===== config.mk =====
export PLATFORM = sky130hd
export DESIGN_NAME = sra_engine
export DESIGN_NICKNAME = d
export VERILOG_FILES = /design/src/common/sra_pkg.sv /design/src/hdl/sra_engine.sv /design/src/hdl/sra_next_addr.sv
export VERILOG_INCLUDE_DIRS = /design/src /design/src/common
export SDC_FILE = /design/constraint.sdc
export NUM_CORES = 1
export LEC_CHECK = 0
export BUFFER_PORTS_ARGS = -buffer_cell sky130_fd_sc_hd__buf_2
export CAP_MARGIN = 20
export CORE_MARGIN = 1.5
export CORE_UTILIZATION = 44
export DETAILED_ROUTE_END_ITERATION = 12
export PLACE_DENSITY = 0.66
export SYNTH_ARGS = -nofsm -noshare
export SYNTH_HDL_FRONTEND = slang
export SYNTH_SLANG_ARGS = --single-unit
export TNS_END_PERCENT = 10

===== constraint.sdc =====
create_clock -name clk -period 3.1 [get_ports clk]
set_clock_uncertainty 0.1 [all_clocks]
set_input_delay 0.31 -clock clk [delete_from_list [all_inputs] [get_ports clk]]
set_output_delay 0.31 -clock clk [all_outputs]
set_load 0.02 [all_outputs]

===== src/common/sra_defs.svh =====
/*
 register access engine constants: control byte fields, loop settings, lock key, set bounds.
 assumes inclusion by bare name from package and design files.
*/
`ifndef SRA_DEFS_SVH
`define SRA_DEFS_SVH
`define SRA_DEV_ID_DEFAULT   2'h1
`define SRA_READ_LOOP_RST    2'h2
`define SRA_WRITE_LOOP_RST   1'h1
`define SRA_LOCK_KEY         8'hA5
`define SRA_LOCK_ADDR        5'h1F
`define SRA_ADC_LAST_ADDR    5'h07
`define SRA_MAP_FIRST        5'h00
`define SRA_MAP_LAST         5'h1F
`define SRA_GROUP_SPAN       5'h04
`define SRA_TYPE_SPLIT       5'h08
`define SRA_WIDTH_24         2'h1
`define SRA_CTRL_BITS        4'h8
`define SRA_CLK_NS           8
`endif


===== src/common/sra_pkg.sv =====
/*
 types for the register access engine.
 assumes sra_defs.svh carries the numeric constants.
*/
`include "sra_defs.svh"
package sra_pkg;
   typedef enum logic [2:0] {
      SRA_IDLE  = 3'b000,
      SRA_CTRL  = 3'b001,
      SRA_READ  = 3'b010,
      SRA_WRITE = 3'b011,
      SRA_MUTE  = 3'b100
   } sra_state_t;
   typedef struct packed {
      logic [1:0] dev_id;
      logic [4:0] addr;
      logic       rd;
   } sra_ctrl_t;
   typedef struct packed {
      logic        we;
      logic [4:0]  addr;
      logic [31:0] data;
   } sra_wr_t;
endpackage : sra_pkg


===== src/hdl/sra_engine.sv =====
/*
 spi slave register access engine with looping address pointer and write lock.
 assumes spi pins and data ready arrive asynchronously; clk samples them through two flops.
 register storage, read data and lock key sit outside; writes leave as a strobe struct.
*/
// Overview of operation
// - first byte is control: two-bit id, five-bit address, direction; output tri-stated.
// - answer only control bytes whose id matches own, default binary 01.
// - chip select rising edge aborts transfer and returns interface to idle.
// - read starts by shifting out register at control byte address.
// - while select low, next register follows without new control byte.
// - read loop: 00 hold, 01 groups, 10 types default, 11 whole map.
// - serial output changes on serial clock falling edge.
// - write starts at control address, then follows write loop bit.
// - write loop: 0 keeps address, 1 loops over types, default.
// - serial output stays high impedance through a whole write.
// - serial input sampled on serial clock rising edge.
// - write to undefined or read-only address changes nothing, pointer holds.
// - lock key not A5 blocks writes except to lock register 1F.
// - one control byte per transaction; loop continues until select rises.
// - pointer steps to next address in set, wraps at set end.
// - serial input ignored after control byte during reads.
// - width field 01 selects 24-bit register transfers.
// - idle-low mode: after full read, output takes next register msb on last fall.
// - idle-low mode idle clock: data ready falling edge refreshes msb; code only while done_reg, which a full read's last fall clears.
// - idle-high mode: output holds last bit sent after complete read.
// - continuous read behaves alike in both clock idle modes.
`timescale 1ns/10ps
`default_nettype none
`include "sra_defs.svh"
module sra_engine (
   input  wire logic             clk,           // 125 MHz core clock
   input  wire logic             rst,           // async reset, high
   input  wire logic             cs_n_pin,      // chip select, low active
   input  wire logic             sck_pin,       // serial clock from host
   input  wire logic             sdi_pin,       // serial data in
   input  wire logic             data_ready_pin,// data ready pulse, low active
   input  wire logic [1:0]       read_loop,     // read loop setting
   input  wire logic             write_loop,    // write loop setting
   input  wire logic [1:0]       width_data,    // transfer width field
   input  wire logic [7:0]       lock_key,      // current lock key
   input  wire logic [1:0]       dev_id,        // own device id
   input  wire logic [31:0]      rd_data,       // data of reg at rd_addr
   output logic      [4:0]       rd_addr,       // pointer seen by reader
   output sra_pkg::sra_wr_t      wr_req,        // one-cycle write strobe
   output logic                  sdo_out,       // serial data out value
   output logic                  sdo_oe,        // serial data out enable
   output logic                  busy           // transaction in progress
);
   // two-flop synchronisers for pins
   logic [3:0] sync1_reg;
   logic [3:0] sync2_reg;
   logic [3:0] prev_reg;
   always_ff @(posedge clk or posedge rst) begin
      if (rst) begin
         sync1_reg <= 4'hF;
         sync2_reg <= 4'hF;
         prev_reg  <= 4'hF;
      end else begin
         sync1_reg <= {cs_n_pin, sck_pin, sdi_pin, data_ready_pin};
         sync2_reg <= sync1_reg;
         prev_reg  <= sync2_reg;
      end
   end
   // edge decode of synchronised pins
   wire logic cs_n    = sync2_reg[3];
   wire logic sck     = sync2_reg[2];
   wire logic sdi     = sync2_reg[1];
   wire logic cs_fall = prev_reg[3] & ~cs_n;
   wire logic cs_rise = ~prev_reg[3] & cs_n;
   wire logic sck_rise = ~prev_reg[2] & sck;
   wire logic sck_fall = prev_reg[2] & ~sck;
   wire logic dr_fall = prev_reg[0] & ~sync2_reg[0];
   // word length from width field
   wire logic [5:0] word_bits = (width_data == `SRA_WIDTH_24) ? 6'd24 :
                                (width_data == 2'h0) ? 6'd16 : 6'd32;
   // state and datapath registers
   sra_pkg::sra_state_t state_reg, state_next;
   logic [5:0]  bit_reg;
   logic [31:0] shift_reg;
   logic [4:0]  addr_reg;
   logic        idle_low_reg;
   logic        done_reg;
   logic [4:0]  rd_addr_reg;
   sra_pkg::sra_wr_t wr_reg;
   logic        sdo_reg;
   logic        oe_reg;
   logic        busy_reg;
   // control byte view of shifted bits
   wire logic [7:0] ctrl_byte = {shift_reg[6:0], sdi};
   sra_pkg::sra_ctrl_t ctrl;
   assign ctrl = ctrl_byte;
   wire logic ctrl_done = (state_reg == sra_pkg::SRA_CTRL) && sck_rise && (bit_reg == 6'd7);
   wire logic id_ok     = (ctrl.dev_id == dev_id);
   // pointer step
   wire logic [1:0] wmode = write_loop ? 2'h2 : 2'h0;
   wire logic [1:0] loop_sel = (state_reg == sra_pkg::SRA_READ) ? read_loop : wmode;
   logic [4:0] step_addr;
   sra_next_addr u_step (
      .cur_addr  (addr_reg),
      .loop_mode (loop_sel),
      .nxt_addr  (step_addr)
   );
   // write decode
   wire logic word_end_w = (state_reg == sra_pkg::SRA_WRITE) && sck_rise && (bit_reg == word_bits - 6'd1);
   wire logic [31:0] wr_word = {shift_reg[30:0], sdi};
   wire logic writable = (addr_reg > `SRA_ADC_LAST_ADDR);
   wire logic unlocked = (lock_key == `SRA_LOCK_KEY) || (addr_reg == `SRA_LOCK_ADDR);
   wire logic wr_ok = word_end_w && writable && unlocked;
   // read decode: msb of current word; left aligned load
   wire logic word_end_r = (state_reg == sra_pkg::SRA_READ) && sck_fall && (bit_reg == word_bits - 6'd1);
   wire logic [31:0] rd_aligned = rd_data << (6'd32 - word_bits);
   // next state
   always_comb begin
      state_next = state_reg;
      case (state_reg)
         sra_pkg::SRA_IDLE:  if (cs_fall) state_next = sra_pkg::SRA_CTRL;
         sra_pkg::SRA_CTRL:  if (ctrl_done) begin
            state_next = !id_ok ? sra_pkg::SRA_MUTE :
                         ctrl.rd ? sra_pkg::SRA_READ : sra_pkg::SRA_WRITE;
         end
         sra_pkg::SRA_READ:  state_next = sra_pkg::SRA_READ;
         sra_pkg::SRA_WRITE: state_next = sra_pkg::SRA_WRITE;
         sra_pkg::SRA_MUTE:  state_next = sra_pkg::SRA_MUTE;
         default:            state_next = sra_pkg::SRA_IDLE;
      endcase
      if (cs_rise || cs_n) state_next = sra_pkg::SRA_IDLE;
   end
   // state register
   always_ff @(posedge clk or posedge rst) begin
      if (rst) state_reg <= sra_pkg::SRA_IDLE;
      else     state_reg <= state_next;
   end
   // bit counter, shifter and pointer
   always_ff @(posedge clk or posedge rst) begin
      if (rst) begin
         bit_reg      <= 6'd0;
         shift_reg    <= 32'h00000000;
         addr_reg     <= 5'h00;
         idle_low_reg <= 1'b0;
         done_reg     <= 1'b0;
      end else if (state_next == sra_pkg::SRA_IDLE) begin
         bit_reg  <= 6'd0;
         done_reg <= 1'b0;
      end else if (state_reg == sra_pkg::SRA_IDLE) begin
         idle_low_reg <= ~sck;                  // clock level at select fall picks mode
         bit_reg      <= 6'd0;
      end else if (state_reg == sra_pkg::SRA_CTRL) begin
         // the control byte is dropped once decoded, so a write word starts from zero
         if (sck_rise) begin
            shift_reg <= ctrl_done ? 32'h00000000 : {shift_reg[30:0], sdi};
            bit_reg   <= ctrl_done ? 6'd0 : bit_reg + 6'd1;
         end
         if (ctrl_done) addr_reg <= ctrl.addr;
      end else if (state_reg == sra_pkg::SRA_WRITE) begin
         if (sck_rise) begin
            shift_reg <= word_end_w ? 32'h00000000 : wr_word;
            bit_reg   <= word_end_w ? 6'd0 : bit_reg + 6'd1;
         end
         if (wr_ok) addr_reg <= step_addr;
      end else if (state_reg == sra_pkg::SRA_READ) begin
         if (sck_fall) begin
            bit_reg  <= word_end_r ? 6'd0 : bit_reg + 6'd1;
            done_reg <= word_end_r;
         end else if (dr_fall) begin
            done_reg <= 1'b0;
         end
         if (word_end_r) addr_reg <= step_addr;
      end
   end
   // serial output: cleared at control byte end, then falling edges only, tri-stated outside reads
   wire logic rd_first = (state_reg == sra_pkg::SRA_CTRL) && ctrl_done && id_ok && ctrl.rd;
   wire logic [5:0] out_idx = 6'd31 - bit_reg;
   wire logic next_bit = rd_aligned[out_idx[4:0]];
   always_ff @(posedge clk or posedge rst) begin
      if (rst) begin
         sdo_reg     <= 1'b0;
         oe_reg      <= 1'b0;
         rd_addr_reg <= 5'h00;
      end else begin
         oe_reg <= (state_next == sra_pkg::SRA_READ);
         if (ctrl_done) rd_addr_reg <= ctrl.addr;
         else if (word_end_r) rd_addr_reg <= step_addr;
         if (rd_first) begin
            sdo_reg <= 1'b0;
         end else if (state_reg == sra_pkg::SRA_READ) begin
            // the fall that ends a word still carries its lsb; the next fall shows the new msb
            if (word_end_r) begin
               sdo_reg <= next_bit;
            end else if (sck_fall && !done_reg) begin
               sdo_reg <= (bit_reg == 6'd0) ? rd_aligned[31] : next_bit;
            end else if (sck_fall && done_reg) begin
               sdo_reg <= next_bit;
            end else if (dr_fall && done_reg && idle_low_reg && !sck) begin
               sdo_reg <= rd_aligned[31];
            end
         end
      end
   end
   // first bit of word appears at first fall in both idle modes; rd_first only clears sdo_reg
   // idle-high keeps last bit after word end since nothing updates sdo_reg then
   // write strobe and busy
   always_ff @(posedge clk or posedge rst) begin
      if (rst) begin
         wr_reg   <= '0;
         busy_reg <= 1'b0;
      end else begin
         wr_reg.we   <= wr_ok;
         wr_reg.addr <= addr_reg;
         wr_reg.data <= wr_word;
         busy_reg    <= (state_next != sra_pkg::SRA_IDLE);
      end
   end
   assign rd_addr = rd_addr_reg;
   assign wr_req  = wr_reg;
   assign sdo_out = sdo_reg;
   assign sdo_oe  = oe_reg;
   assign busy    = busy_reg;
endmodule : sra_engine
`default_nettype wire


===== src/hdl/sra_next_addr.sv =====
/*
 combinational pointer step: next address within the selected register set.
 assumes set bounds from sra_defs.svh; mode 0 holds, others wrap in their set.
*/
`timescale 1ns/10ps
`default_nettype none
`include "sra_defs.svh"
module sra_next_addr (
   input  wire logic [4:0] cur_addr,    // present pointer
   input  wire logic [1:0] loop_mode,   // 0 hold, 1 group, 2 type, 3 map
   output logic      [4:0] nxt_addr     // pointer after one transfer
);
   // set bounds per loop mode
   wire logic [4:0] grp_first = cur_addr & ~(`SRA_GROUP_SPAN - 5'h01);
   wire logic [4:0] grp_last  = grp_first + `SRA_GROUP_SPAN - 5'h01;
   wire logic [4:0] typ_first = (cur_addr < `SRA_TYPE_SPLIT) ? `SRA_MAP_FIRST : `SRA_TYPE_SPLIT;
   wire logic [4:0] typ_last  = (cur_addr < `SRA_TYPE_SPLIT) ? (`SRA_TYPE_SPLIT - 5'h01) : `SRA_MAP_LAST;
   wire logic [4:0] set_first = (loop_mode == 2'h1) ? grp_first :
                                (loop_mode == 2'h2) ? typ_first : `SRA_MAP_FIRST;
   wire logic [4:0] set_last  = (loop_mode == 2'h1) ? grp_last :
                                (loop_mode == 2'h2) ? typ_last : `SRA_MAP_LAST;
   // step or wrap to set start
   assign nxt_addr = (loop_mode == 2'h0) ? cur_addr :
                     (cur_addr == set_last) ? set_first :
                     cur_addr + 5'h01;
endmodule : sra_next_addr
`default_nettype wire


==> results of run 1 <==
==> layout make-up <==
cell class / count / area [µm²]
sequential: 104 / 2620
fill: 997 / 5030
clock buffer: 9 / 124
multi-input combinational: 318 / 2070
clock inverter: 7 / 111
timing repair buffer: 108 / 588
tap: 140 / 175
inverter: 7 / 30.0
==> routing by layer <==
layer | share of wire, % | global-route usage [%] | up-vias
li1 | - | - | 1810
met1 | 46 | 26.1 | 1835
met2 | 47 | 28.7 | 106
met3 | 4.9 | 3.45 | 13
met4 | 1.6 | 6.48 | 0
met5 | 0 | 0 | -
==> layout by cell type (no fill, tap or decap), types with 3 or more instances in the layout <==
cell type | Yosys | final
dfrtp_1 | 93 | 93
clkbuf_8 | 0 | 9
mux2i_1 | 20 | 20
a31oi_1 | 6 | 6
nand2_1 | 81 | 81
nor4_1 | 3 | 3
nand4_1 | 4 | 4
inv_1 | 7 | 6
a21o_1 | 5 | 5
xnor2_1 | 3 | 3
dfstp_2 | 11 | 11
nand2b_1 | 11 | 11
inv_6 | 0 | 3
or3_1 | 5 | 5
dlygate4sd3_1 | 0 | 4
mux4_2 | 7 | 7
o21ai_0 | 46 | 46
and3_1 | 5 | 5
o31ai_1 | 4 | 4
nor2b_1 | 13 | 13
a221o_1 | 5 | 5
xor2_1 | 4 | 4
nor4bb_1 | 3 | 3
nor2_1 | 22 | 22
a211oi_1 | 4 | 4
buf_2 | 4 | 98
a21oi_1 | 12 | 12
a311oi_1 | 3 | 3
ha_1 | 4 | 4
nor3_1 | 8 | 7
buf_4 | 0 | 5
nand3_1 | 5 | 5
==> through the flow <==
stage               util [%]  setup slack, ns  total power [mW]  std cells  instance area (µm²)
detailed placement      50.6            0.605              2.37        673                 5440
floorplan                  -            0.952              2.12        455                 4830
CTS                     53.1            0.578              3.35        693                 5710
global placement        50.6            0.639              2.34        673                 5440
finish                  53.1            0.575              3.30        693                 5710
global route            53.1            0.408              3.48        693                 5710
==> worst min-delay path by stage <==
stage / start / depth (start not counted) / slack (ns) / to
2_1_floorplan: data_ready_pin / 0 / 0.21 / sync1_reg[0]
3_3_place_gp: sync1_reg[1] / 0 / 0.25 / sync2_reg[1]
3_5_place_dp: sync1_reg[1] / 0 / 0.25 / sync2_reg[1]
4_1_cts: rst / 2 / 0.02 / shift_reg[16]
5_1_grt: rst / 2 / 0.06 / shift_reg[16]
6_report: rst / 2 / 0.008 / shift_reg[16]
==> cells by family after synthesis <==
| logic type | Yosys count |
|---|---|
| xor gates and xnor gates | 7 |
| muxes | 29 |
| adders and majority gates | 4 |
| AOI/OAI and AO/OA | 102 |
| and+or+nand+nor | 176 |
| buffers and inverters | 33 |
| DFF | 104 |
==> worst reg2reg max path, cell delays in order (launching register included) <==
cell	delay, ns
dfrtp_1	0.57
ha_1	0.35
and2_1	0.20
and3_1	0.18
nand2_1	0.22
or3b_2	0.55
o31ai_1	0.26
==> where the power goes <==
part	internal (mW)	leakage (nW)	switching [mW]	total, mW
clock network	0.472	0.118	0.493	0.964
logic	0.214	1.18	0.353	0.567
registers	1.61	1.25	0.156	1.77
==> results.tsv, run 1 <==
metric	value	unit
top cell family by delay on the critical path	simple AND/OR/NAND/NOR gates	
CTS Buf Count	9	
RSZ-0062 raised after global routing	no	
pins over their slew limit	0	
most frequent cells after synthesis	93 x dfrtp_1, 81 x nand2_1, 46 x o21ai_0	
CP startpoint	bit_reg[0]	
die footprint	0.0116	mm²
adder-cell area share of the yosys netlist	1.04	%
CP max FO	13	
Die Span X	108	µm
Clk pin slew, worst setup/hold paths	0.10	ns
cell count along the critical path	6	
initial DRC count	298	
Hold Buf Count CTS	4	
Max Cap Viol	0	
Cells after Synth	455	
area growth from synthesis to layout	18.4	%
register area share after synthesis	54.2	%
simple-gate share of the synthesized area	18.5	%
r2r endpoint	bit_reg[0]	
Fin. Hold Viols	0	
CP Cell Sequence	ha_1 > and2_1 > and3_1 > nand2_1 > or3b_2 > o31ai_1	
H-tree depth	3	
cell area after synthesis	0.00482	mm²
Crit path buffers/inverters	0	
I/O Buffers	98	
Slew @ Worst Pin	1.10	ns
Hold/Removal Path Class	primary input to asynchronous set/reset pin	
Synth top area share	48.2	%
Core ar.	0.0107	mm²
post-route clock period utilization	81.4	%
io pins	99	
FMAX	396	MHz
top cells by area, synth	dfrtp_1 48%, nand2_1 6.3%, dfstp_2 6.0%	
post-route minimum period	2.52	ns
WL per Instance	14.9	µm
first-pass GRT wire length	16.9	mm
CTS resizes	0	
Most used DFF post-synth	dfrtp_1	
gr usage total	18.5	%
clk sinks	104	
Vias/cell	5.43	
n_diodes	0	
initial antenna violation count	0	
routability cong.	0.910	
final setup fails	0	
most frequent cell after synthesis	dfrtp_1	
largest net degree at the start of global routing	49	
FF+latch count, synth	104	
Worst Path Required	3.27	ns
vias in the first global route	3466	
clk buf depth	2	
Worst setup EP type	flip-flop	
Hold Worst Slack	0.00778	ns
reg-to-reg startpoint	bit_reg[0]	
Mapped Avg Cell Area	10.6	µm²
Rows	38	
CTS root buffer	clkbuf_8	
slowest cell delay on critical path	0.57	ns
total setup buffers inserted after CTS	0	
Post-synth ARST share	100	%
Arrival @ worst endpoint	2.70	ns
DPL Wire Length	7.29	mm
main combinational cell family by area after synthesis	simple AND/OR/NAND/NOR gates	
Synth Area in Compound Gates	14.0	%
CTS tree	built	
Overflow after GRT	0	
Initial Util	44.9	%
share of layout cells above drive strength 1	27.5	%
flop2flop setup slack	0.58	ns
R2R cell count	6	
EDFF count, synth	0	
Syn Nets	512	
Total Routed Length	10.3	mm
multiplexer share of the synthesized area	7.88	%
Crit Path Category	flip-flop to flip-flop	
DRC errors left	0	
crit start category	flip-flop	
clk_lat worst skew	0.37	ns
Netlist cell types	62	
Critical Path Sink	bit_reg[0]	
nets	605	
via count	3764	
Synth Area in XOR/XNOR	1.27	%
Die Ht	108	µm
CP max stage cell	dfrtp_1	
Pwr Density	577	mW/mm²
status	completed	
post-synth top area cell	dfrtp_1	
Pleak	2.55	nW
Pre-Repair DR Iteration Count	4	
flip-flop count of the largest register after layout	38	
maximum VDD drop	310	µV
Final ANT Viol Nets	0	
yosys synthesis warning count	0	
relative slew slack	26.9	%
final setup TNS	0	ns
No activity file was read; power rests on OpenSTA's default activity.
==> inputs of run 2 (changes only) <==
PLACE_DENSITY = 0.63   (was 0.66)
clock period = 2.58 ns   (was 3.1 ns; I/O delays follow)
==> run 2 against run 1 <==
Effect of this change:
- routed wire length is 3.1% higher
- combinational power increased by 23%
- global-route usage up 0.71 points
- sequential power increased by 19%
- critical path depth is 2 higher
- setup slack worse by 0.31 ns
- hold slack better by 0.24 ns
- register-to-register slack lost 0.31 ns
- sequential share of layout area is 0.65 points lower
- maximum frequency is 8.9% higher
- final cell count increased by 2.0%
- critical endpoint is now addr_reg[3]
- largest cell class unchanged
- highest routed layer unchanged
==> results.tsv, run 2 (same netlist as run 1, synthesis figures left out) <==
metric	value	unit
status	completed	
Arrival @ worst endpoint	2.48	ns
DPL Wire Length	7.58	mm
Worst Hold Launch	dev_id[1]	
multi-input logic area	0.00207	mm²
nets	619	
n_diodes	0	
gr usage total	19.2	%
share of layout cells above drive strength 1	29.1	%
final std cells w/o fill	707	
final setup TNS	0	ns
initial antenna violation count	0	
post-route clock period utilization	89.9	%
first-pass GRT wire length	17.5	mm
CP startpoint	addr_reg[0]	
r2r endpoint	addr_reg[3]	
Overflow after GRT	0	
relative slew slack	64.0	%
flip-flop count of the largest register after layout	38	
pins over their slew limit	0	
clk_lat worst skew	0.37	ns
Slew @ Worst Pin	0.540	ns
largest net degree at the start of global routing	105	
Pleak	2.61	nW
io pins	99	
clk sinks	104	
Die Span X	108	µm
initial DRC count	245	
Crit Path Category	flip-flop to flip-flop	
DRC errors left	0	
CTS Buf Count	9	
flop2flop setup slack	0.26	ns
maximum VDD drop	357	µV
RSZ-0062 raised after global routing	no	
FMAX	431	MHz
Total Routed Length	10.6	mm
filler cell count	996	
Hold Buf Count CTS	5	
commonest cells after routing, fill and taps aside	98 x buf_2, 93 x dfrtp_1, 81 x nand2_1	
post-route minimum period	2.32	ns
CTS resizes	0	
commonest non-fill, non-tap cell in the layout	buf_2	
Clk pin slew, worst setup/hold paths	0.12	ns
routability cong.	0.847	
Final ANT Viol Nets	0	
Rows	38	
Reg area	0.00262	mm²
CTS tree	built	
Max Cap Viol	0	
Fin. Hold Viols	0	
Pwr Total	3.87	mW
via count	3754	
reg-to-reg startpoint	addr_reg[0]	
Die Ht	108	µm
hold depth	5	
H-tree depth	3	
Pwr Density	667	mW/mm²
vias in the first global route	3567	
Hold Path End	state_reg[2]	
I/O Buffers	98	
CTS root buffer	clkbuf_8	
Hold/Removal Path Class	primary input to flip-flop	
Core ar.	0.0107	mm²
Vias/cell	5.31	
Initial Util	44.9	%
DP Cell Count	686	
CP max FO	6	
die footprint	0.0116	mm²
Worst setup EP type	flip-flop	
crit start category	flip-flop	
final setup fails	0	
Pre-Repair DR Iteration Count	5	
WL per Instance	15.0	µm
area growth from synthesis to layout	20.1	%
R2R cell count	8	
Worst Path Required	2.75	ns
clk buf depth	2	
total setup buffers inserted after CTS	0	
run 2: cell count changes in the layout (fill, tap and decap cells not counted):
cell / before / now
clkinv_4: 1 / 0
buf_4: 5 / 18
inv_12: 0 / 1
inv_8: 0 / 4
bufinv_16: 2 / 0
inv_6: 3 / 1
dlygate4sd3_1: 4 / 5
run 2: area by class of cell:
| cell class | count | area share [%] |
|---|---|---|
| Sequential cell | 104 | 45.2 |
| Multi-Input combinational cell | 318 | 35.7 |
| Timing Repair Buffer | 122 | 12.0 |
| Tap cell | 140 | 3.02 |
| Clock buffer | 9 | 2.14 |
| Clock inverter | 7 | 1.49 |
| Inverter | 7 | 0.518 |
run 2: worst max path at each step:
stage / endpoint / cells past startpoint
after global placement: sdo_out / 6
after floorplan: addr_reg[4] / 7
final: addr_reg[3] / 8
after global routing: addr_reg[3] / 8
after detailed placement: shift_reg[9] / 6
after CTS: sdo_out / 6
run 2: report_power, final:
part | internal (mW) | switching [mW] | total (mW) | leakage [nW]
combinational | 0.264 | 0.435 | 0.698 | 1.25
clock | 0.403 | 0.654 | 1.06 | 0.108
sequential | 1.93 | 0.177 | 2.11 | 1.25
run 2: critical path, stage by stage, from the launching register on:
cell	delay, ns
dfrtp_1	0.45
ha_1	0.30
nand2_1	0.14
nor2_1	0.16
buf_4	0.14
a211oi_1	0.06
or3_1	0.34
and3_1	0.20
o31ai_1	0.31
run 2: per-stage QoR:
stage	hold slack, ns	area [µm²]	setup slack, ns	util (%)
after global placement	0.247	5530	0.267	51.5
final	0.252	5790	0.261	53.9
after detailed placement	0.247	5530	0.258	51.5
after global routing	0.249	5790	0.0645	53.9
after CTS	0.228	5790	0.252	53.9
after floorplan	0.162	4830	0.451	-
run 2: layer usage:
layer | vias up | GRT usage, % | wire length [µm]
met5 | - | 0 | 0
met4 | 0 | 4.32 | 85
met3 | 8 | 3.75 | 401
met2 | 90 | 30.8 | 5350
met1 | 1821 | 27.1 | 4800
li1 | 1835 | - | -
==> inputs of run 3 (changes only) <==
CORE_MARGIN = 10   (was 1.5)
clock period = 2.65 ns   (was 2.58 ns; I/O delays follow)
==> run 3 against run 2 <==
Effect of this change:
- design area is 0.65% lower
- core utilization is 0.59 points lower
- via count is 0.91% lower
==> results.tsv, run 3 (same netlist as run 1, synthesis figures left out) <==
metric	value	unit
Total Routed Length	11.4	mm
n_diodes	0	
Core ar.	0.0108	mm²
final setup TNS	0	ns
die footprint	0.0156	mm²
Vias/cell	5.29	
Worst setup EP type	flip-flop	
area growth from synthesis to layout	19.3	%
Pre-Repair DR Iteration Count	4	
Slew @ Worst Pin	0.518	ns
crit start category	flip-flop	
largest net degree at the start of global routing	67	
Initial Util	44.7	%
first-pass GRT wire length	19.5	mm
flop2flop setup slack	0.24	ns
Reg area	0.00262	mm²
Layout Utilization	53.3	%
clk_lat worst skew	0.37	ns
Crit Path Category	flip-flop to flip-flop	
Die Ht	125	µm
flip-flop count of the largest register after layout	38	
initial antenna violation count	0	
final setup fails	0	
pins over their slew limit	0	
Clk pin slew, worst setup/hold paths	0.11	ns
CTS root buffer	clkbuf_8	
Die Span X	125	µm
status	completed	
Placement Cell Area	0.00550	mm²
RSZ-0062 raised after global routing	no	
CTS Buf Count	9	
gr usage total	14.8	%
Fin. Hold Viols	0	
CTS tree	built	
H-tree depth	3	
FMAX	415	MHz
post-route clock period utilization	90.8	%
relative slew slack	65.4	%
Hold/Removal Path Class	primary input to flip-flop	
WL per Instance	16.2	µm
initial DRC count	259	
Max Cap Viol	0	
post-route minimum period	2.41	ns
Arrival @ worst endpoint	2.63	ns
commonest cells after routing, fill and taps aside	98 x buf_2, 93 x dfrtp_1, 81 x nand2_1	
Pwr Total	3.70	mW
design area	0.00576	mm²
clk sinks	104	
io pins	99	
share of layout cells above drive strength 1	29.0	%
filler cell count	976	
DRC errors left	0	
maximum VDD drop	451	µV
via count	3720	
Pwr Density	643	mW/mm²
DPL Wire Length	8.55	mm
CP max FO	10	
vias in the first global route	3902	
Rows	38	
Worst Path Required	2.87	ns
routability cong.	0.830	
clk buf depth	2	
nets	615	
Overflow after GRT	0	
I/O Buffers	98	
Final ANT Viol Nets	0	
multi-input logic area	0.00207	mm²
Pleak	2.58	nW
commonest non-fill, non-tap cell in the layout	buf_2	
==> run 3: cell count changes in the layout (fill, tap and decap cells not counted), sizes merged <==
cell | previous run | this run
clkbuf | 9 | 10
clkinvlp | 1 | 2
buf | 117 | 113
inv | 12 | 10
==> run 3: per-layer routing <==
metal	up-vias	track usage (%)	wire length [µm]
met2	78	23.8	5550
li1	1831	-	-
met5	-	0	0
met4	0	3.70	106
met3	10	3.57	539
met1	1801	19.5	5180
==> run 3: area by class of cell <==
type | instances | share of cell area, %
clock buffers | 10 | 2.39
clock inverters | 6 | 0.978
inverters | 7 | 0.522
multi-input cells | 318 | 36.0
flip-flops and latches | 104 | 45.5
well taps | 140 | 3.04
repair buffers | 118 | 11.6
==> run 3: worst max-delay path, stage by stage (launching register included) <==
cell      delay, ns
dfrtp_1        0.47
ha_1           0.32
nand2_1        0.16
nor2_2         0.19
ha_1           0.18
a21oi_1        0.05
and4b_1        0.32
o211ai_4       0.15
a211oi_1       0.32
a21o_1         0.12
==> run 3: path summary, 6_finish.rpt <==
check	startpoint	end	depth (start not counted)
min in group asynchronous	rst	state_reg[1]	4
worst max register to register	addr_reg[0]	addr_reg[4]	9
worst max-delay path	addr_reg[0]	addr_reg[4]	9
worst min-delay path	dev_id[0]	state_reg[2]	5
max in group asynchronous	rst	shift_reg[25]	4
worst min register to register	sync1_reg[2]	sync2_reg[2]	0
==> run 3: what timing repair did <==
item / CTS / global route
setup endpoints to repair: 0 / 4
endpoints found under the hold margin: 97 / 0
gates resized for setup: 0 / 2
buffers inserted: 0 / 0
hold buffers: 5 / 0
==> run 3: per-stage QoR <==
step	instances	hold WS [ns]	worst slack, ns
finish	703	0.251	0.243
global route	703	0.268	0.0652
CTS	703	0.239	0.128
detailed placement	682	0.247	0.182
global placement	682	0.247	0.182
floorplan	455	0.169	0.521
==> run 3: power breakdown <==
part / switching (mW) / leakage, nW / internal [mW]
clock: 0.567 / 0.0973 / 0.389
combinational: 0.428 / 1.23 / 0.256
sequential: 0.177 / 1.25 / 1.88
total: 1.17 / 2.58 / 2.53
